<file path="config.mk">
export PLATFORM = sky130hd
export DESIGN_NAME = cpu8_exec
export DESIGN_NICKNAME = d
export VERILOG_FILES = /design/src/logic/cpu8_exec_pkg.sv /design/src/logic/cpu8_alu.sv /design/src/logic/cpu8_exec.sv
export SDC_FILE = /design/constraint.sdc
export NUM_CORES = 2
export LEC_CHECK = 0
export BUFFER_PORTS_ARGS = -buffer_cell sky130_fd_sc_hd__clkbuf_2
export CORE_UTILIZATION = 40
export CTS_CLUSTER_SIZE = 20
export DETAILED_ROUTE_END_ITERATION = 6
export PLACE_DENSITY = 0.65
export SYNTH_ARGS = -nofsm -noshare
export SYNTH_HDL_FRONTEND = slang
export SYNTH_HIERARCHICAL = 1
export SYNTH_SLANG_ARGS = --single-unit
</file>
<file path="constraint.sdc">
create_clock -name CLK_SYS_I -period 8.2 [get_ports CLK_SYS_I]
set_clock_uncertainty 0.2 [all_clocks]
set_input_delay 0.82 -clock CLK_SYS_I [delete_from_list [all_inputs] [get_ports CLK_SYS_I]]
set_output_delay 0.82 -clock CLK_SYS_I [all_outputs]
set_load 0.005 [all_outputs]
</file>
<file path="src/logic/cpu8_exec_pkg.sv">
package cpu8_exec_pkg;

	// ************************************************************
	// Register file and status word layout
	// ************************************************************
	localparam logic [2:0] REG_X = 3'h0;
	localparam logic [2:0] REG_A = 3'h1;
	localparam logic [2:0] REG_L = 3'h6;
	localparam logic [2:0] REG_H = 3'h7;
	localparam logic [1:0] PAIR_ACC = 2'h0;
	localparam logic [1:0] PAIR_PTR = 2'h3;
	localparam int unsigned STAT_INT_EN = 7;
	localparam int unsigned STAT_ZERO = 6;
	localparam int unsigned STAT_AUX = 4;
	localparam int unsigned STAT_CARRY = 0;
	localparam logic [7:0] STATUS_RESET = 8'h02;

	// ************************************************************
	// Offsets and sequencing constants
	// ************************************************************
	localparam logic [7:0] BYTE_STEP = 8'h01;
	localparam logic [15:0] WORD_STEP = 16'h0001;
	localparam logic [15:0] STACK_ONE = 16'h0001;
	localparam logic [15:0] STACK_TWO = 16'h0002;
	localparam logic [15:0] STACK_THREE = 16'h0003;
	localparam logic [3:0] FIRST_CYCLE = 4'h1;
	localparam logic [3:0] READ_LAG = 4'h2;

	// ************************************************************
	// Types
	// ************************************************************
	typedef enum logic [5:0] {
		K_NOP, K_ADD, K_ADD_WITH_CARRY, K_SUB, K_SUBTRACT_BORROW,
		K_AND, K_OR, K_XOR, K_COMPARE, K_WORD_ADD, K_WORD_SUBTRACT,
		K_WORD_COMPARE, K_INC, K_DEC, K_PAIR_INC, K_PAIR_DEC,
		K_ROTATE_RIGHT, K_ROTATE_LEFT, K_ROTATE_RIGHT_CARRY,
		K_ROTATE_LEFT_CARRY, K_BIT_SET, K_BIT_CLEAR, K_CARRY_SET,
		K_CARRY_CLEAR, K_CARRY_INVERT, K_WORD_SWAP, K_CALL,
		K_TABLE_CALL, K_RETURN, K_INTERRUPT_RETURN, K_PUSH_STATUS,
		K_PUSH_PAIR, K_POP_STATUS, K_POP_PAIR, K_BRANCH_AX,
		K_BRANCH_CARRY, K_BRANCH_NO_CARRY, K_BRANCH_ZERO,
		K_BRANCH_NONZERO, K_BRANCH_BIT_SET, K_BRANCH_BIT_CLEAR,
		K_DECREMENT_BRANCH, K_INT_ENABLE, K_INT_DISABLE, K_HALT, K_STOP
	} op_e;

	typedef enum logic [3:0] {
		M_NONE, M_IMM, M_SADDR_IMM, M_REG, M_SADDR, M_ABS, M_PTR,
		M_PTR_OFS, M_SFR, M_ACC, M_STATUS
	} mode_e;

	typedef enum logic [2:0] {
		ALU_ADD, ALU_SUB, ALU_AND, ALU_OR, ALU_XOR
	} alu_e;

	typedef struct packed {
		op_e op;
		mode_e mode;
		logic [2:0] reg_sel;
		logic [1:0] pair_sel;
		logic [2:0] bit_sel;
		logic [7:0] disp;
		logic [15:0] imm;
		logic [15:0] addr;
	} instr_s;

	typedef struct packed {
		logic [3:0] bytes;
		logic [3:0] clocks;
	} timing_s;

	typedef struct packed {
		logic req;
		logic we;
		logic [15:0] addr;
		logic [7:0] wdata;
	} mem_req_s;

	// ************************************************************
	// Decode helpers
	// ************************************************************
	function automatic logic is_alu8(input op_e op);
		return op inside {K_ADD, K_ADD_WITH_CARRY, K_SUB, K_SUBTRACT_BORROW,
			K_AND, K_OR, K_XOR, K_COMPARE};
	endfunction

	function automatic logic is_mem(input mode_e mode);
		return mode inside {M_SADDR_IMM, M_SADDR, M_ABS, M_PTR, M_PTR_OFS,
			M_SFR};
	endfunction

	function automatic timing_s tm(input logic [3:0] b,
		input logic [3:0] c);
		timing_s t;
		t.bytes = b;
		t.clocks = c;
		return t;
	endfunction

	// Length in bytes and duration in CPU clocks
	function automatic timing_s op_timing(input op_e op, input mode_e mode);
		timing_s t;
		t = tm(4'h1, 4'h2);
		if (is_alu8(op)) begin
			case (mode)
				M_SADDR_IMM: t = tm(4'h3, 4'h6);
				M_ABS: t = tm(4'h3, 4'h8);
				M_PTR: t = tm(4'h1, 4'h6);
				M_PTR_OFS: t = tm(4'h2, 4'h6);
				default: t = tm(4'h2, 4'h4);
			endcase
		end else begin
			case (op)
				K_WORD_ADD, K_WORD_SUBTRACT, K_WORD_COMPARE, K_CALL,
				K_INT_ENABLE, K_INT_DISABLE: t = tm(4'h3, 4'h6);
				K_INC, K_DEC: t = tm(4'h2, 4'h4);
				K_PAIR_INC, K_PAIR_DEC, K_PUSH_PAIR, K_POP_STATUS:
					t = tm(4'h1, 4'h4);
				K_BIT_SET, K_BIT_CLEAR: begin
					if (mode == M_ACC) t = tm(4'h2, 4'h4);
					else if (mode == M_PTR) t = tm(4'h2, 4'hA);
					else t = tm(4'h3, 4'h6);
				end
				K_WORD_SWAP, K_TABLE_CALL, K_INTERRUPT_RETURN:
					t = tm(4'h1, 4'h8);
				K_RETURN, K_POP_PAIR, K_BRANCH_AX: t = tm(4'h1, 4'h6);
				K_BRANCH_CARRY, K_BRANCH_NO_CARRY, K_BRANCH_ZERO,
				K_BRANCH_NONZERO: t = tm(4'h2, 4'h6);
				K_BRANCH_BIT_SET, K_BRANCH_BIT_CLEAR:
					t = (mode == M_ACC) ? tm(4'h3, 4'h8) : tm(4'h4, 4'hA);
				K_DECREMENT_BRANCH:
					t = (mode == M_SADDR) ? tm(4'h3, 4'h8) : tm(4'h2, 4'h6);
				default: t = tm(4'h1, 4'h2);
			endcase
		end
		return t;
	endfunction

	function automatic logic [1:0] n_reads(input op_e op, input mode_e mode);
		case (op)
			K_RETURN, K_POP_PAIR, K_TABLE_CALL: return 2'h2;
			K_INTERRUPT_RETURN: return 2'h3;
			K_POP_STATUS: return 2'h1;
			default: return (is_mem(mode) && (is_alu8(op) || op inside {K_INC,
				K_DEC, K_BIT_SET, K_BIT_CLEAR, K_BRANCH_BIT_SET,
				K_BRANCH_BIT_CLEAR, K_DECREMENT_BRANCH})) ? 2'h1 : 2'h0;
		endcase
	endfunction

	function automatic logic [1:0] n_writes(input op_e op, input mode_e mode);
		case (op)
			K_CALL, K_TABLE_CALL, K_PUSH_PAIR: return 2'h2;
			K_PUSH_STATUS: return 2'h1;
			K_COMPARE: return 2'h0;
			K_INC, K_DEC, K_BIT_SET, K_BIT_CLEAR, K_DECREMENT_BRANCH:
				return is_mem(mode) ? 2'h1 : 2'h0;
			default: return (is_alu8(op) && mode == M_SADDR_IMM) ? 2'h1 : 2'h0;
		endcase
	endfunction

endpackage

</file>
<file path="src/logic/cpu8_alu.sv">
`timescale 1ns/1ps
module cpu8_alu (
	// Operation and operands
	input wire cpu8_exec_pkg::alu_e alu_op_i,
	input wire logic [7:0] a_i,
	input wire logic [7:0] b_i,
	input wire logic cin_i,
	// Result and flags
	output logic [7:0] res_o,
	output logic zero_o,
	output logic aux_o,
	output logic carry_o
);
	import cpu8_exec_pkg::*;

	logic [8:0] wide;
	logic [4:0] nib;

	always_comb begin
		wide = 9'h000;
		nib = 5'h00;
		aux_o = 1'b0;
		carry_o = 1'b0;
		unique case (alu_op_i)
			ALU_ADD: begin
				wide = {1'b0, a_i} + {1'b0, b_i} + {8'h00, cin_i};
				nib = {1'b0, a_i[3:0]} + {1'b0, b_i[3:0]} + {4'h0, cin_i};
			end
			ALU_SUB: begin
				// Top bit of the extended difference is the borrow
				wide = {1'b0, a_i} - {1'b0, b_i} - {8'h00, cin_i};
				nib = {1'b0, a_i[3:0]} - {1'b0, b_i[3:0]} - {4'h0, cin_i};
			end
			ALU_AND: wide = {1'b0, a_i & b_i};
			ALU_OR: wide = {1'b0, a_i | b_i};
			ALU_XOR: wide = {1'b0, a_i ^ b_i};
		endcase
		aux_o = nib[4];
		carry_o = wide[8];
		res_o = wide[7:0];
		zero_o = (wide[7:0] == 8'h00);
	end

endmodule

</file>
<file path="src/logic/cpu8_exec.sv">
`timescale 1ns/1ps
module cpu8_exec #(
	parameter logic [15:0] PC_RESET = 16'h0000,
	parameter logic [15:0] STACK_RESET = 16'hFF00
) (
	// Clock and reset
	input wire logic CLK_SYS_I,
	input wire logic RST_I,
	// Instruction hand-off
	input wire logic START_I,
	input wire cpu8_exec_pkg::instr_s INSTR_I,
	output logic READY_O,
	output logic DONE_O,
	// Data memory port
	output cpu8_exec_pkg::mem_req_s MEM_O,
	input wire logic [7:0] MEM_RDATA_I,
	// Interrupt service state
	input wire logic NMI_ENTER_I,
	output logic NMI_IN_SERVICE_O,
	// Standby
	input wire logic WAKE_I,
	output logic HALT_O,
	output logic STOP_O,
	// Architectural state
	output logic [15:0] PROG_COUNTER_O,
	output logic [15:0] STACK_POINTER_O,
	output logic [7:0] STATUS_WORD_O,
	output logic [7:0][7:0] REGS_O
);
	import cpu8_exec_pkg::*;

	typedef enum logic [1:0] {S_IDLE, S_RUN, S_HALT, S_STOP} state_e;

	// ************************************************************
	// State
	// ************************************************************
	state_e state_r, state_nxt;
	instr_s ins_r, ins_nxt;
	timing_s tim_r, tim_nxt;
	logic [3:0] cnt_r, cnt_nxt;
	logic [7:0][7:0] regs_r, regs_nxt;
	logic [7:0] stat_r, stat_nxt;
	logic [15:0] program_counter_r, program_counter_nxt;
	logic [15:0] stack_pointer_r, stack_pointer_nxt;
	logic [15:0] rbase_r, rbase_nxt, waddr_r, waddr_nxt;
	logic [2:0][7:0] rbuf_r, rbuf_nxt;
	logic [1:0][7:0] wdat_r, wdat_nxt;
	logic nmi_in_service_flag_r, nmi_in_service_flag_nxt, nmi_in_service_flag_clr;
	logic ready_r, ready_nxt, done_r, done_nxt;
	logic halt_r, halt_nxt, stop_r, stop_nxt;
	mem_req_s mem_r, mem_nxt;

	// ************************************************************
	// Working values
	// ************************************************************
	alu_e alu_op;
	logic [7:0] alu_a, alu_b, alu_res, opnd8, bit_src, bit_new;
	logic alu_cin, alu_zero, alu_aux, alu_carry, bit_val;
	logic [16:0] word_res;
	logic [4:0] nib5;
	logic [15:0] acc_pair, sel_pair, pc_seq, pc_rel, ret_addr;
	logic [3:0] exec_at, cap_idx, slot, exec_n;
	logic [1:0] rd_n, wr_n;

	function automatic logic [15:0] pair_get(input logic [7:0][7:0] r,
		input logic [1:0] p);
		return {r[{p, 1'b1}], r[{p, 1'b0}]};
	endfunction

	// Operand data are complete two cycles after the last read
	function automatic logic [3:0] exec_cycle(input logic [1:0] nrd);
		return (nrd == 2'h0) ? FIRST_CYCLE : {2'b00, nrd} + READ_LAG;
	endfunction

	cpu8_alu u_alu (
		.alu_op_i(alu_op),
		.a_i(alu_a),
		.b_i(alu_b),
		.cin_i(alu_cin),
		.res_o(alu_res),
		.zero_o(alu_zero),
		.aux_o(alu_aux),
		.carry_o(alu_carry)
	);

	// ************************************************************
	// Operand selection
	// ************************************************************
	always_comb begin
		opnd8 = (ins_r.mode == M_REG) ? regs_r[ins_r.reg_sel] : rbuf_r[0];
		alu_a = (ins_r.mode == M_SADDR_IMM) ? rbuf_r[0] : regs_r[REG_A];
		alu_b = rbuf_r[0];
		if (ins_r.mode inside {M_IMM, M_SADDR_IMM})
			alu_b = ins_r.imm[7:0];
		else if (ins_r.mode == M_REG)
			alu_b = regs_r[ins_r.reg_sel];
		alu_cin = 1'b0;
		alu_op = ALU_ADD;
		case (ins_r.op)
			K_ADD_WITH_CARRY: alu_cin = stat_r[STAT_CARRY];
			K_SUB, K_COMPARE: alu_op = ALU_SUB;
			K_SUBTRACT_BORROW: begin
				alu_op = ALU_SUB;
				alu_cin = stat_r[STAT_CARRY];
			end
			K_AND: alu_op = ALU_AND;
			K_OR: alu_op = ALU_OR;
			K_XOR: alu_op = ALU_XOR;
			K_INC, K_DEC, K_DECREMENT_BRANCH: begin
				alu_a = opnd8;
				alu_b = BYTE_STEP;
				alu_op = (ins_r.op == K_INC) ? ALU_ADD : ALU_SUB;
			end
			default: ;
		endcase
		acc_pair = pair_get(regs_r, PAIR_ACC);
		sel_pair = pair_get(regs_r, ins_r.pair_sel);
		pc_seq = program_counter_r + {12'h000, tim_r.bytes};
		pc_rel = pc_seq + {{8{ins_r.disp[7]}}, ins_r.disp};
		ret_addr = pc_seq;
		if (ins_r.op == K_WORD_ADD) begin
			word_res = {1'b0, acc_pair} + {1'b0, ins_r.imm};
			nib5 = {1'b0, acc_pair[3:0]} + {1'b0, ins_r.imm[3:0]};
		end else begin
			word_res = {1'b0, acc_pair} - {1'b0, ins_r.imm};
			nib5 = {1'b0, acc_pair[3:0]} - {1'b0, ins_r.imm[3:0]};
		end
		if (ins_r.mode == M_ACC)
			bit_src = regs_r[REG_A];
		else if (ins_r.mode == M_STATUS)
			bit_src = stat_r;
		else
			bit_src = rbuf_r[0];
		bit_val = bit_src[ins_r.bit_sel];
		bit_new = (ins_r.op == K_BIT_SET) ?
			(bit_src | (BYTE_STEP << ins_r.bit_sel)) :
			(bit_src & ~(BYTE_STEP << ins_r.bit_sel));
	end

	// ************************************************************
	// Sequencer and execution
	// ************************************************************
	always_comb begin
		state_nxt = state_r;
		ins_nxt = ins_r;
		tim_nxt = tim_r;
		cnt_nxt = cnt_r;
		regs_nxt = regs_r;
		stat_nxt = stat_r;
		program_counter_nxt = program_counter_r;
		stack_pointer_nxt = stack_pointer_r;
		rbase_nxt = rbase_r;
		waddr_nxt = waddr_r;
		wdat_nxt = wdat_r;
		rbuf_nxt = rbuf_r;
		nmi_in_service_flag_clr = 1'b0;
		exec_at = exec_cycle(n_reads(ins_r.op, ins_r.mode));
		cap_idx = cnt_r - READ_LAG;
		if (state_r == S_RUN) begin
			cnt_nxt = cnt_r + FIRST_CYCLE;
			if (cnt_r >= READ_LAG && cnt_r < exec_at)
				rbuf_nxt[cap_idx[1:0]] = MEM_RDATA_I;
			if (cnt_r == exec_at) begin
				program_counter_nxt = pc_seq;
				case (ins_r.op)
					K_ADD, K_ADD_WITH_CARRY, K_SUB, K_SUBTRACT_BORROW, K_COMPARE,
					K_AND, K_OR, K_XOR: begin
						stat_nxt[STAT_ZERO] = alu_zero;
						if (!(ins_r.op inside {K_AND, K_OR, K_XOR})) begin
							stat_nxt[STAT_AUX] = alu_aux;
							stat_nxt[STAT_CARRY] = alu_carry;
						end
						if (ins_r.op != K_COMPARE) begin
							if (ins_r.mode == M_SADDR_IMM) begin
								waddr_nxt = rbase_r;
								wdat_nxt[0] = alu_res;
							end else
								regs_nxt[REG_A] = alu_res;
						end
					end
					K_WORD_ADD, K_WORD_SUBTRACT, K_WORD_COMPARE: begin
						stat_nxt[STAT_ZERO] = (word_res[15:0] == 16'h0000);
						stat_nxt[STAT_AUX] = nib5[4];
						if (ins_r.op != K_WORD_COMPARE) begin
							stat_nxt[STAT_CARRY] = word_res[16];
							{regs_nxt[REG_A], regs_nxt[REG_X]} = word_res[15:0];
						end
					end
					K_INC, K_DEC: begin
						stat_nxt[STAT_ZERO] = alu_zero;
						stat_nxt[STAT_AUX] = alu_aux;
						if (ins_r.mode == M_REG)
							regs_nxt[ins_r.reg_sel] = alu_res;
						else begin
							waddr_nxt = rbase_r;
							wdat_nxt[0] = alu_res;
						end
					end
					K_PAIR_INC, K_PAIR_DEC: begin
						{regs_nxt[{ins_r.pair_sel, 1'b1}],
							regs_nxt[{ins_r.pair_sel, 1'b0}]} =
							(ins_r.op == K_PAIR_INC) ? sel_pair + WORD_STEP :
							sel_pair - WORD_STEP;
					end
					K_ROTATE_RIGHT, K_ROTATE_RIGHT_CARRY: begin
						stat_nxt[STAT_CARRY] = regs_r[REG_A][0];
						regs_nxt[REG_A] = {(ins_r.op == K_ROTATE_RIGHT) ?
							regs_r[REG_A][0] : stat_r[STAT_CARRY],
							regs_r[REG_A][7:1]};
					end
					K_ROTATE_LEFT, K_ROTATE_LEFT_CARRY: begin
						stat_nxt[STAT_CARRY] = regs_r[REG_A][7];
						regs_nxt[REG_A] = {regs_r[REG_A][6:0],
							(ins_r.op == K_ROTATE_LEFT) ?
							regs_r[REG_A][7] : stat_r[STAT_CARRY]};
					end
					K_BIT_SET, K_BIT_CLEAR: begin
						if (ins_r.mode == M_ACC)
							regs_nxt[REG_A] = bit_new;
						else if (ins_r.mode == M_STATUS)
							stat_nxt = bit_new;
						else begin
							waddr_nxt = rbase_r;
							wdat_nxt[0] = bit_new;
						end
					end
					K_CARRY_SET: stat_nxt[STAT_CARRY] = 1'b1;
					K_CARRY_CLEAR: stat_nxt[STAT_CARRY] = 1'b0;
					K_CARRY_INVERT: stat_nxt[STAT_CARRY] = ~stat_r[STAT_CARRY];
					K_WORD_SWAP: begin
						{regs_nxt[REG_A], regs_nxt[REG_X]} = sel_pair;
						{regs_nxt[{ins_r.pair_sel, 1'b1}],
							regs_nxt[{ins_r.pair_sel, 1'b0}]} = acc_pair;
					end
					K_CALL, K_TABLE_CALL, K_PUSH_PAIR, K_PUSH_STATUS: begin
						// High byte lands at the upper address, low below it
						waddr_nxt = stack_pointer_r - STACK_ONE;
						wdat_nxt[0] = ret_addr[15:8];
						wdat_nxt[1] = ret_addr[7:0];
						stack_pointer_nxt = stack_pointer_r - STACK_TWO;
						if (ins_r.op == K_CALL)
							program_counter_nxt = ins_r.addr;
						if (ins_r.op == K_TABLE_CALL)
							program_counter_nxt = {rbuf_r[1], rbuf_r[0]};
						if (ins_r.op == K_PUSH_PAIR)
							wdat_nxt = {sel_pair[7:0], sel_pair[15:8]};
						if (ins_r.op == K_PUSH_STATUS) begin
							wdat_nxt[0] = stat_r;
							stack_pointer_nxt = stack_pointer_r - STACK_ONE;
						end
					end
					K_RETURN, K_INTERRUPT_RETURN: begin
						program_counter_nxt = {rbuf_r[1], rbuf_r[0]};
						stack_pointer_nxt = stack_pointer_r + STACK_TWO;
						if (ins_r.op == K_INTERRUPT_RETURN) begin
							stat_nxt = rbuf_r[2];
							stack_pointer_nxt = stack_pointer_r + STACK_THREE;
							nmi_in_service_flag_clr = 1'b1;
						end
					end
					K_POP_STATUS: begin
						stat_nxt = rbuf_r[0];
						stack_pointer_nxt = stack_pointer_r + STACK_ONE;
					end
					K_POP_PAIR: begin
						{regs_nxt[{ins_r.pair_sel, 1'b1}],
							regs_nxt[{ins_r.pair_sel, 1'b0}]} =
							{rbuf_r[1], rbuf_r[0]};
						stack_pointer_nxt = stack_pointer_r + STACK_TWO;
					end
					K_BRANCH_AX:
						program_counter_nxt = {regs_r[REG_A], regs_r[REG_X]};
					K_BRANCH_CARRY: if (stat_r[STAT_CARRY])
						program_counter_nxt = pc_rel;
					K_BRANCH_NO_CARRY: if (!stat_r[STAT_CARRY])
						program_counter_nxt = pc_rel;
					K_BRANCH_ZERO: if (stat_r[STAT_ZERO])
						program_counter_nxt = pc_rel;
					K_BRANCH_NONZERO: if (!stat_r[STAT_ZERO])
						program_counter_nxt = pc_rel;
					K_BRANCH_BIT_SET, K_BRANCH_BIT_CLEAR:
						if (bit_val == (ins_r.op == K_BRANCH_BIT_SET))
							program_counter_nxt = pc_rel;
					K_DECREMENT_BRANCH: begin
						if (ins_r.mode == M_REG)
							regs_nxt[ins_r.reg_sel] = alu_res;
						else begin
							waddr_nxt = rbase_r;
							wdat_nxt[0] = alu_res;
						end
						if (!alu_zero)
							program_counter_nxt = pc_rel;
					end
					K_INT_ENABLE: stat_nxt[STAT_INT_EN] = 1'b1;
					K_INT_DISABLE: stat_nxt[STAT_INT_EN] = 1'b0;
					default: ;
				endcase
			end
			if (cnt_r == tim_r.clocks) begin
				if (ins_r.op == K_HALT)
					state_nxt = S_HALT;
				else if (ins_r.op == K_STOP)
					state_nxt = S_STOP;
				else
					state_nxt = S_IDLE;
			end
		end
		if ((state_r == S_HALT || state_r == S_STOP) && WAKE_I)
			state_nxt = S_IDLE;
		if (START_I && ready_r) begin
			state_nxt = S_RUN;
			ins_nxt = INSTR_I;
			tim_nxt = op_timing(INSTR_I.op, INSTR_I.mode);
			cnt_nxt = FIRST_CYCLE;
			if (INSTR_I.op inside {K_RETURN, K_INTERRUPT_RETURN, K_POP_STATUS,
				K_POP_PAIR})
				rbase_nxt = stack_pointer_nxt;
			else if (INSTR_I.mode == M_PTR)
				rbase_nxt = pair_get(regs_nxt, PAIR_PTR);
			else if (INSTR_I.mode == M_PTR_OFS)
				rbase_nxt = pair_get(regs_nxt, PAIR_PTR) +
					{8'h00, INSTR_I.imm[7:0]};
			else
				rbase_nxt = INSTR_I.addr;
		end
		// Entry wins over a clearing return in the same cycle
		nmi_in_service_flag_nxt = (nmi_in_service_flag_r & ~nmi_in_service_flag_clr) | NMI_ENTER_I;
		done_nxt = (state_nxt == S_RUN) && (cnt_nxt == tim_nxt.clocks);
		ready_nxt = (state_nxt == S_IDLE) || (done_nxt &&
			!(ins_nxt.op inside {K_HALT, K_STOP}));
		halt_nxt = (state_nxt == S_HALT);
		stop_nxt = (state_nxt == S_STOP);
		// Memory slot for the coming cycle: reads first, writes after exec
		rd_n = n_reads(ins_nxt.op, ins_nxt.mode);
		wr_n = n_writes(ins_nxt.op, ins_nxt.mode);
		exec_n = exec_cycle(rd_n);
		slot = cnt_nxt - exec_n - FIRST_CYCLE;
		mem_nxt = '0;
		if (state_nxt == S_RUN) begin
			if (cnt_nxt <= {2'b00, rd_n}) begin
				mem_nxt.req = 1'b1;
				mem_nxt.addr = rbase_nxt + {12'h000, cnt_nxt - FIRST_CYCLE};
			end else if (cnt_nxt > exec_n &&
				cnt_nxt <= exec_n + {2'b00, wr_n}) begin
				mem_nxt.req = 1'b1;
				mem_nxt.we = 1'b1;
				mem_nxt.addr = waddr_nxt - {15'h0000, slot[0]};
				mem_nxt.wdata = wdat_nxt[slot[0]];
			end
		end
	end

	always_ff @(posedge CLK_SYS_I or posedge RST_I) begin
		if (RST_I) begin
			state_r <= S_IDLE;
			ins_r <= '0;
			tim_r <= '0;
			cnt_r <= '0;
			regs_r <= '0;
			stat_r <= STATUS_RESET;
			program_counter_r <= PC_RESET;
			stack_pointer_r <= STACK_RESET;
			rbase_r <= '0;
			waddr_r <= '0;
			wdat_r <= '0;
			rbuf_r <= '0;
			nmi_in_service_flag_r <= 1'b0;
			ready_r <= 1'b1;
			done_r <= 1'b0;
			halt_r <= 1'b0;
			stop_r <= 1'b0;
			mem_r <= '0;
		end else begin
			state_r <= state_nxt;
			ins_r <= ins_nxt;
			tim_r <= tim_nxt;
			cnt_r <= cnt_nxt;
			regs_r <= regs_nxt;
			stat_r <= stat_nxt;
			program_counter_r <= program_counter_nxt;
			stack_pointer_r <= stack_pointer_nxt;
			rbase_r <= rbase_nxt;
			waddr_r <= waddr_nxt;
			wdat_r <= wdat_nxt;
			rbuf_r <= rbuf_nxt;
			nmi_in_service_flag_r <= nmi_in_service_flag_nxt;
			ready_r <= ready_nxt;
			done_r <= done_nxt;
			halt_r <= halt_nxt;
			stop_r <= stop_nxt;
			mem_r <= mem_nxt;
		end
	end

	assign READY_O = ready_r;
	assign DONE_O = done_r;
	assign MEM_O = mem_r;
	assign NMI_IN_SERVICE_O = nmi_in_service_flag_r;
	assign HALT_O = halt_r;
	assign STOP_O = stop_r;
	assign PROG_COUNTER_O = program_counter_r;
	assign STACK_POINTER_O = stack_pointer_r;
	assign STATUS_WORD_O = stat_r;
	assign REGS_O = regs_r;

endmodule

</file>
After elaboration in Yosys (flattened, before gate mapping)
Cells that the tools add are included.
{"block": "classes", "n_addsub": 32, "order_cmp": 15, "n_eq_ne": 152, "shifts": 1, "mux": 139, "n_bitwise": 10, "reduce_logical": 79}
{"op": "16-bit 2-to-1 mux", "n": 29}
{"op": "64-bit bitwise mux", "n": 7}
{"op": "8-bit 2-to-1 mux", "n": 31}
{"op": "6-bit == test (second input constant)", "n": 33}
{"op": "6-bit by 5-bit == test with 1-bit output (second input constant)", "n": 32}
{"op": "64-bit 2-to-1 mux", "n": 3}
{"op": "48-bit one-hot mux with 4 select lines", "n": 1}
{"op": "16-bit one-hot mux with 9 select lines", "n": 1}
{"op": "16-bit one-hot mux with 4 select lines", "n": 2}
{"op": "6-bit by 4-bit == test with 1-bit output (second input constant)", "n": 19}
{"op": "6-bit by 3-bit == test with 1-bit output (second input constant)", "n": 12}
{"op": "8-bit one-hot mux with 9 select lines", "n": 1}
{"op": "7-bit one-hot mux with 9 select lines", "n": 1}
{"op": "58-bit 2-to-1 mux", "n": 1}
{"op": "26-bit 2-to-1 mux", "n": 2}
{"op": "8-bit demux with 2-bit select", "n": 3}
{"op": "4-bit by 3-bit == test with 1-bit output (second input constant)", "n": 12}
{"op": "9-bit one-hot mux with 5 select lines", "n": 1}
{"op": "8-bit one-hot mux with 5 select lines", "n": 1}
{"op": "6-bit by 2-bit == test with 1-bit output (second input constant)", "n": 6}
{"op": "16-bit by 1-bit adder with 16-bit output (second input constant)", "n": 2}
{"op": "16-bit by 2-bit adder with 16-bit output (second input constant)", "n": 2}
{"op": "16-bit by 4-bit adder with 16-bit output", "n": 2}
{"op": "8-bit binary-select mux with 2-bit select", "n": 2}
{"op": "other kinds (106)", "n": 222}
{"block": "totals", "reg_bits": 279, "in_bits": 71, "elab_cells": 471}

Longest topological paths before layout
{"block": "depth", "word_depth": 21, "ltp_mapped": 37, "depth_no_buf": 33}

Modules after synthesis
The synthesis kept the hierarchy.
{"module": "cpu8_exec", "instances": 1, "cells_per_inst": 3296, "area_per_inst_um2": 25150.4}
{"module": "cpu8_alu", "instances": 1, "cells_per_inst": 186, "area_per_inst_um2": 1370.1}

Worst setup path before layout
No wires, ideal clock.
{"block": "synth_path", "path_kind": "register to register", "from": "reg ins_r[47] in the netlist's numbering", "to": "reg mem_r (netlist bit MEM_O[23])", "setup_ps": 128, "t_arrival_ps": 7152, "required_ps": 7872, "setup_slack_ps": 720, "stages_incl_launch_ff": 34, "n_path_buf": 3, "period_less_slack_ps": 7480, "path_cell_list": "dfrtp_1 -> nor3b_1 -> buf_1 -> clkbuf_1 -> a22oi_1 -> and4_1 -> o21ai_0 -> nand2_1 -> o21ai_0 -> fa_1 -> ha_1 -> xnor2_1 -> a21oi_1 -> a2111oi_0 -> nor2_1 -> clkbuf_1 -> nand2_1 -> o21ai_0 -> nand2_1 -> o211ai_1 -> ha_1 -> fa_1 -> a21o_1 -> a21oi_1 -> o21ai_0 -> o41ai_1 -> nand2b_1 -> a31oi_1 -> a31oi_1 -> a211o_1 -> nand4b_1 -> or4_1 -> o211ai_2 -> nand3_1"}
{"item": "start, declared", "line": "cpu8_exec.sv:38", "source": "instr_s ins_r, ins_nxt;"}
{"item": "start signal, assigned", "line": "cpu8_exec.sv:375", "source": "ins_r <= ins_nxt;"}
{"item": "end signal, assigned", "line": "cpu8_exec.sv:391", "source": "mem_r <= mem_nxt;"}
{"item": "end, declared", "line": "cpu8_exec.sv:51", "source": "mem_req_s mem_r, mem_nxt;"}

==> results by group <==
Logic synthesis
  • Top cell type's share of synthesized area: 25.29%
  • Simple-Gate Fraction of Synth Area: 21.74%
  • Gate Count Post-Synth: 3482
  • Yosys top cell by area: dfrtp_1
  • Post-synth EDFFs: 0
  • Post-synthesis adder-cell area fraction: 6.105%
  • #FFs+latches synth: 278
  • Async SR Flop Fraction: 100.0%
  • Main combinational cell family by area after synthesis: compound AO/OA/AOI/OAI gates
  • Synthesized area: 0.02652 mm^2
  • Top post-synthesis cells by area: dfrtp_1 (25%), nand2_1 (7.0%), ha_1 (5.2%), o21ai_0 (5.2%), a21oi_1 (5.2%)
  • Synth cell count leaders: nand2_1 (494), nor2_1 (304), o21ai_0 (276)
  • Yosys cell types: 109
  • Synth Area in Compound Gates: 29.01%
  • Ys Warns: 6
  • Synthesized Nets: 3675
  • Synth Flop Type: dfrtp_1
  • Synth Area in XOR/XNOR: 4.822%
  • Sequential share of the synthesized area: 26.28%
  • Avg Cell Area, Syn: 7.616 um^2
  • Count leader, synth: nand2_1
  • Mux contribution to synthesized area: 6.138%

STA
  • Least-Margin Pin Slew: 1.281 ns
  • Slew Limit Headroom: 14.24%
  • Final worst-path cycle share: 96.40%
  • Fmax: 0.1265 GHz
  • Final setup vio count: 0
  • Hold Fails Final Rpt: 0
  • Period minus WS final: 7.905 ns
  • Setup ws final: 0.2948 ns
  • Slew Viols, Final: 0
  • Hold_ws: 0.2188 ns

Floorplan
  • # rows: 94
  • Core footprint: 0.06563 mm^2
  • Initial Util: 40.41%
  • Width of the die: 259.5 um
  • Die Y-Extent: 259.5 um
  • Die ar.: 0.06734 mm^2
  • Io pins: 206

Clocking
  • CTS H-Tree Depth: 2
  • CTS sink count: 278
  • Clk buf depth: 3
  • CTS Root Cell: clkbuf_16
  • TritonCTS buffer count: 38
  • Clock Latency Late Sink: 0.59 ns
  • Clock-pin slew on the worst setup and hold paths: 0.06 ns
  • CTS tree: done

Global routing
  • First-pass GRT wire length: 190400 um
  • Largest net degree at the start of global routing: 159
  • Initial antenna violation count: 3
  • GRT overflow: 0
  • Vias in the first global route: 27390
  • Overall routing resource usage: 38.25%

Power and ir drop
  • Flop pwr share: 16.8%
  • P_leak: 12.82 nW
  • PD cells: 528.6 mW/mm^2
  • NetSw: 9.121 mW
  • VDD IR-drop max: 405.9 uV
  • Power Total: 15.89 mW
  • Internal power: 6.770 mW
  • Clk pwr share: 10.9%
  • Logic pwr share: 72.3%
  • Sw frac: 57.40%

Setup path
  • Worst Path Arrival: 8.15 ns
  • Critical path origin: ins_r[45]$_DFFE_PP0P_
  • Crit path launch type: flip-flop
  • Crit path kind: flip-flop to flip-flop
  • Reg2reg start: ins_r[45]$_DFFE_PP0P_
  • CP max-delay cell: dfrtp_2
  • Worst Path Required: 8.45 ns
  • Worst Path Max Fanout: 10
  • Crit-path max cell delay: 0.47 ns
  • Crit. End Element: flip-flop
  • Most frequent CP cell: ha_1

Worst hold path
  • Worst Hold Launch: NMI_ENTER_I
  • Hold Crit Class: input pin to flip-flop

Finish
  • Area grow syn2layout: 13.35%
  • Design area: 0.03006 mm^2
  • Final nets: 3799
  • Layout cells sized above 1: 15.54%
  • FF+latch area: 0.006974 mm^2
  • Multi-input gate area: 0.01812 mm^2
  • Layout fillers: 6686

Place
  • Dpl ws: 0.2251 ns
  • Detailed-placement wirelength estimate: 100500 um
  • I/O Buffers: 205
  • Placer congestion estimate: 1.080
  • Post-DP Area: 0.02870 mm^2

Detailed routing
  • Drt first pass iters: 7
  • Final wirelength: 132800 um
  • Routed vias/inst: 6.644
  • Via count: 29900
  • Detailed Route Iter0 Violations: 4446
  • Avg WL per Cell: 29.51 um
  • Final antenna-violating net count: 0
  • DRC errors left: 1

Status
  • Failing checks: design-rule violations
  • Status: finished, violations left

Job
  • Max cap viols: 0
## sequential cells by signal (all words and copies together) (netlist names), 4 cells and up
register and flops:
MEM_O 26, PROG_COUNTER_O 16, REGS_O 64, STACK_POINTER_O 16, STATUS_WORD_O 8, cnt_r 4
ins_r 58, rbase_r 16, rbuf_r 24, tim_r 7, waddr_r 16, wdat_r 16
## power groups by stage
stage | Combinational, mW | Clock, mW | Sequential [mW]
after floorplan | 7.18 | 0 | 2.24
after global placement | 10.9 | 0 | 2.64
after detailed placement | 10.9 | 0 | 2.64
after CTS | 10.9 | 1.74 | 2.62
after global routing | 12.1 | 1.79 | 2.69
final | 11.5 | 1.73 | 2.68
## layout by cell type, fill, tap and decap left out, types with 21 or more instances in the layout
cell,synthesis,layout
a211oi_1,38,36
a21o_1,35,35
a21oi_1,273,273
a221oi_1,48,48
a22o_1,31,31
a22oi_1,43,43
a31oi_1,54,52
and2_1,34,33
and3_1,21,21
buf_4,1,135
clkbuf_16,0,38
clkbuf_2,1,205
dfrtp_1,268,264
ha_1,111,111
inv_1,138,137
mux2_2,43,43
mux2i_1,67,67
mux4_2,21,21
nand2_1,494,493
nand2b_1,36,36
nand3_1,87,87
nor2_1,304,298
nor2b_1,27,26
nor3_1,78,76
nor4_1,23,23
o211ai_1,35,35
o21ai_0,276,276
o22a_1,27,27
o22ai_1,46,46
o31ai_1,21,21
xnor2_1,104,104
xor2_1,42,42
## logic make-up (layout without fill, tap and decap cells)
kind of cell | count (synthesis) | in the layout
adders and majority gates | 123 | 123
xor gates and xnor gates | 146 | 146
buffers and inverters | 401 | 554
and+or+nand+nor | 1240 | 1240
muxes | 131 | 131
AOI/OAI and AO/OA | 1163 | 1163
other | 0 | 1
DFF | 278 | 278
## stage by stage
stage	utilization, %	cells	TNS [ns]
CTS	45.65	4493	0
finish	45.80	4500	0
global route	45.80	4499	-0.05357
detailed placement	43.74	4424	0
floorplan	-	3482	0
global placement	43.74	4424	0
## worst paths after layout
check / end / slack [ns] / cells past startpoint
min in group asynchronous: DONE_O$_DFF_PP0_ / 0.29 / 3
worst max-delay path: MEM_O[21]$_DFF_PP0_ / 0.29 / 31
max in group asynchronous: rbuf_r[14]$_DFFE_PP0P_ / 5.97 / 4
worst min register to register: ins_r[4]$_DFFE_PP0P_ / 0.28 / 2
worst max register to register: MEM_O[21]$_DFF_PP0_ / 0.29 / 31
worst min-delay path: NMI_IN_SERVICE_O$_DFF_PP0_ / 0.22 / 2
## layout make-up
| cell class | count | share of cell area (%) |
|---|---|---|
| multi-input cells | 2803 | 60.27 |
| flip-flops and latches | 278 | 23.20 |
| repair buffers | 343 | 6.955 |
| well taps | 864 | 3.596 |
| clock buffers | 47 | 3.409 |
| inverters | 142 | 1.786 |
| clock inverters | 22 | 0.7742 |
| diodes | 1 | 0.008325 |
## critical path: cells and delay by family (launching register included)
| family | cells | cell delay, ns |
|---|---|---|
| compound gates | 12 | 2.53 |
| xor+xnor | 2 | 0.32 |
| fa+ha+maj | 3 | 1.19 |
| buf+inv | 3 | 0.51 |
| flops | 1 | 0.47 |
| mux | 2 | 0.46 |
| simple gates | 9 | 2.08 |
## repair_timing
item                                    4_1_cts  5_1_grt
hold buffers                                  0        0
resized for setup                             0       13
endpoints found under the setup margin        0        7
setup buffers                                 0        6
## layer usage
layer  up-vias  GRT usage [%]  part of all wire [%]
met2      2022          55.94                    42
met3       488          9.900                    12
li1      13000              -                     -
met5         -              0                     0
met1     14380          50.55                    39
met4         0          22.57                   7.0
Note: power is estimated with default switching activity, not from simulation.
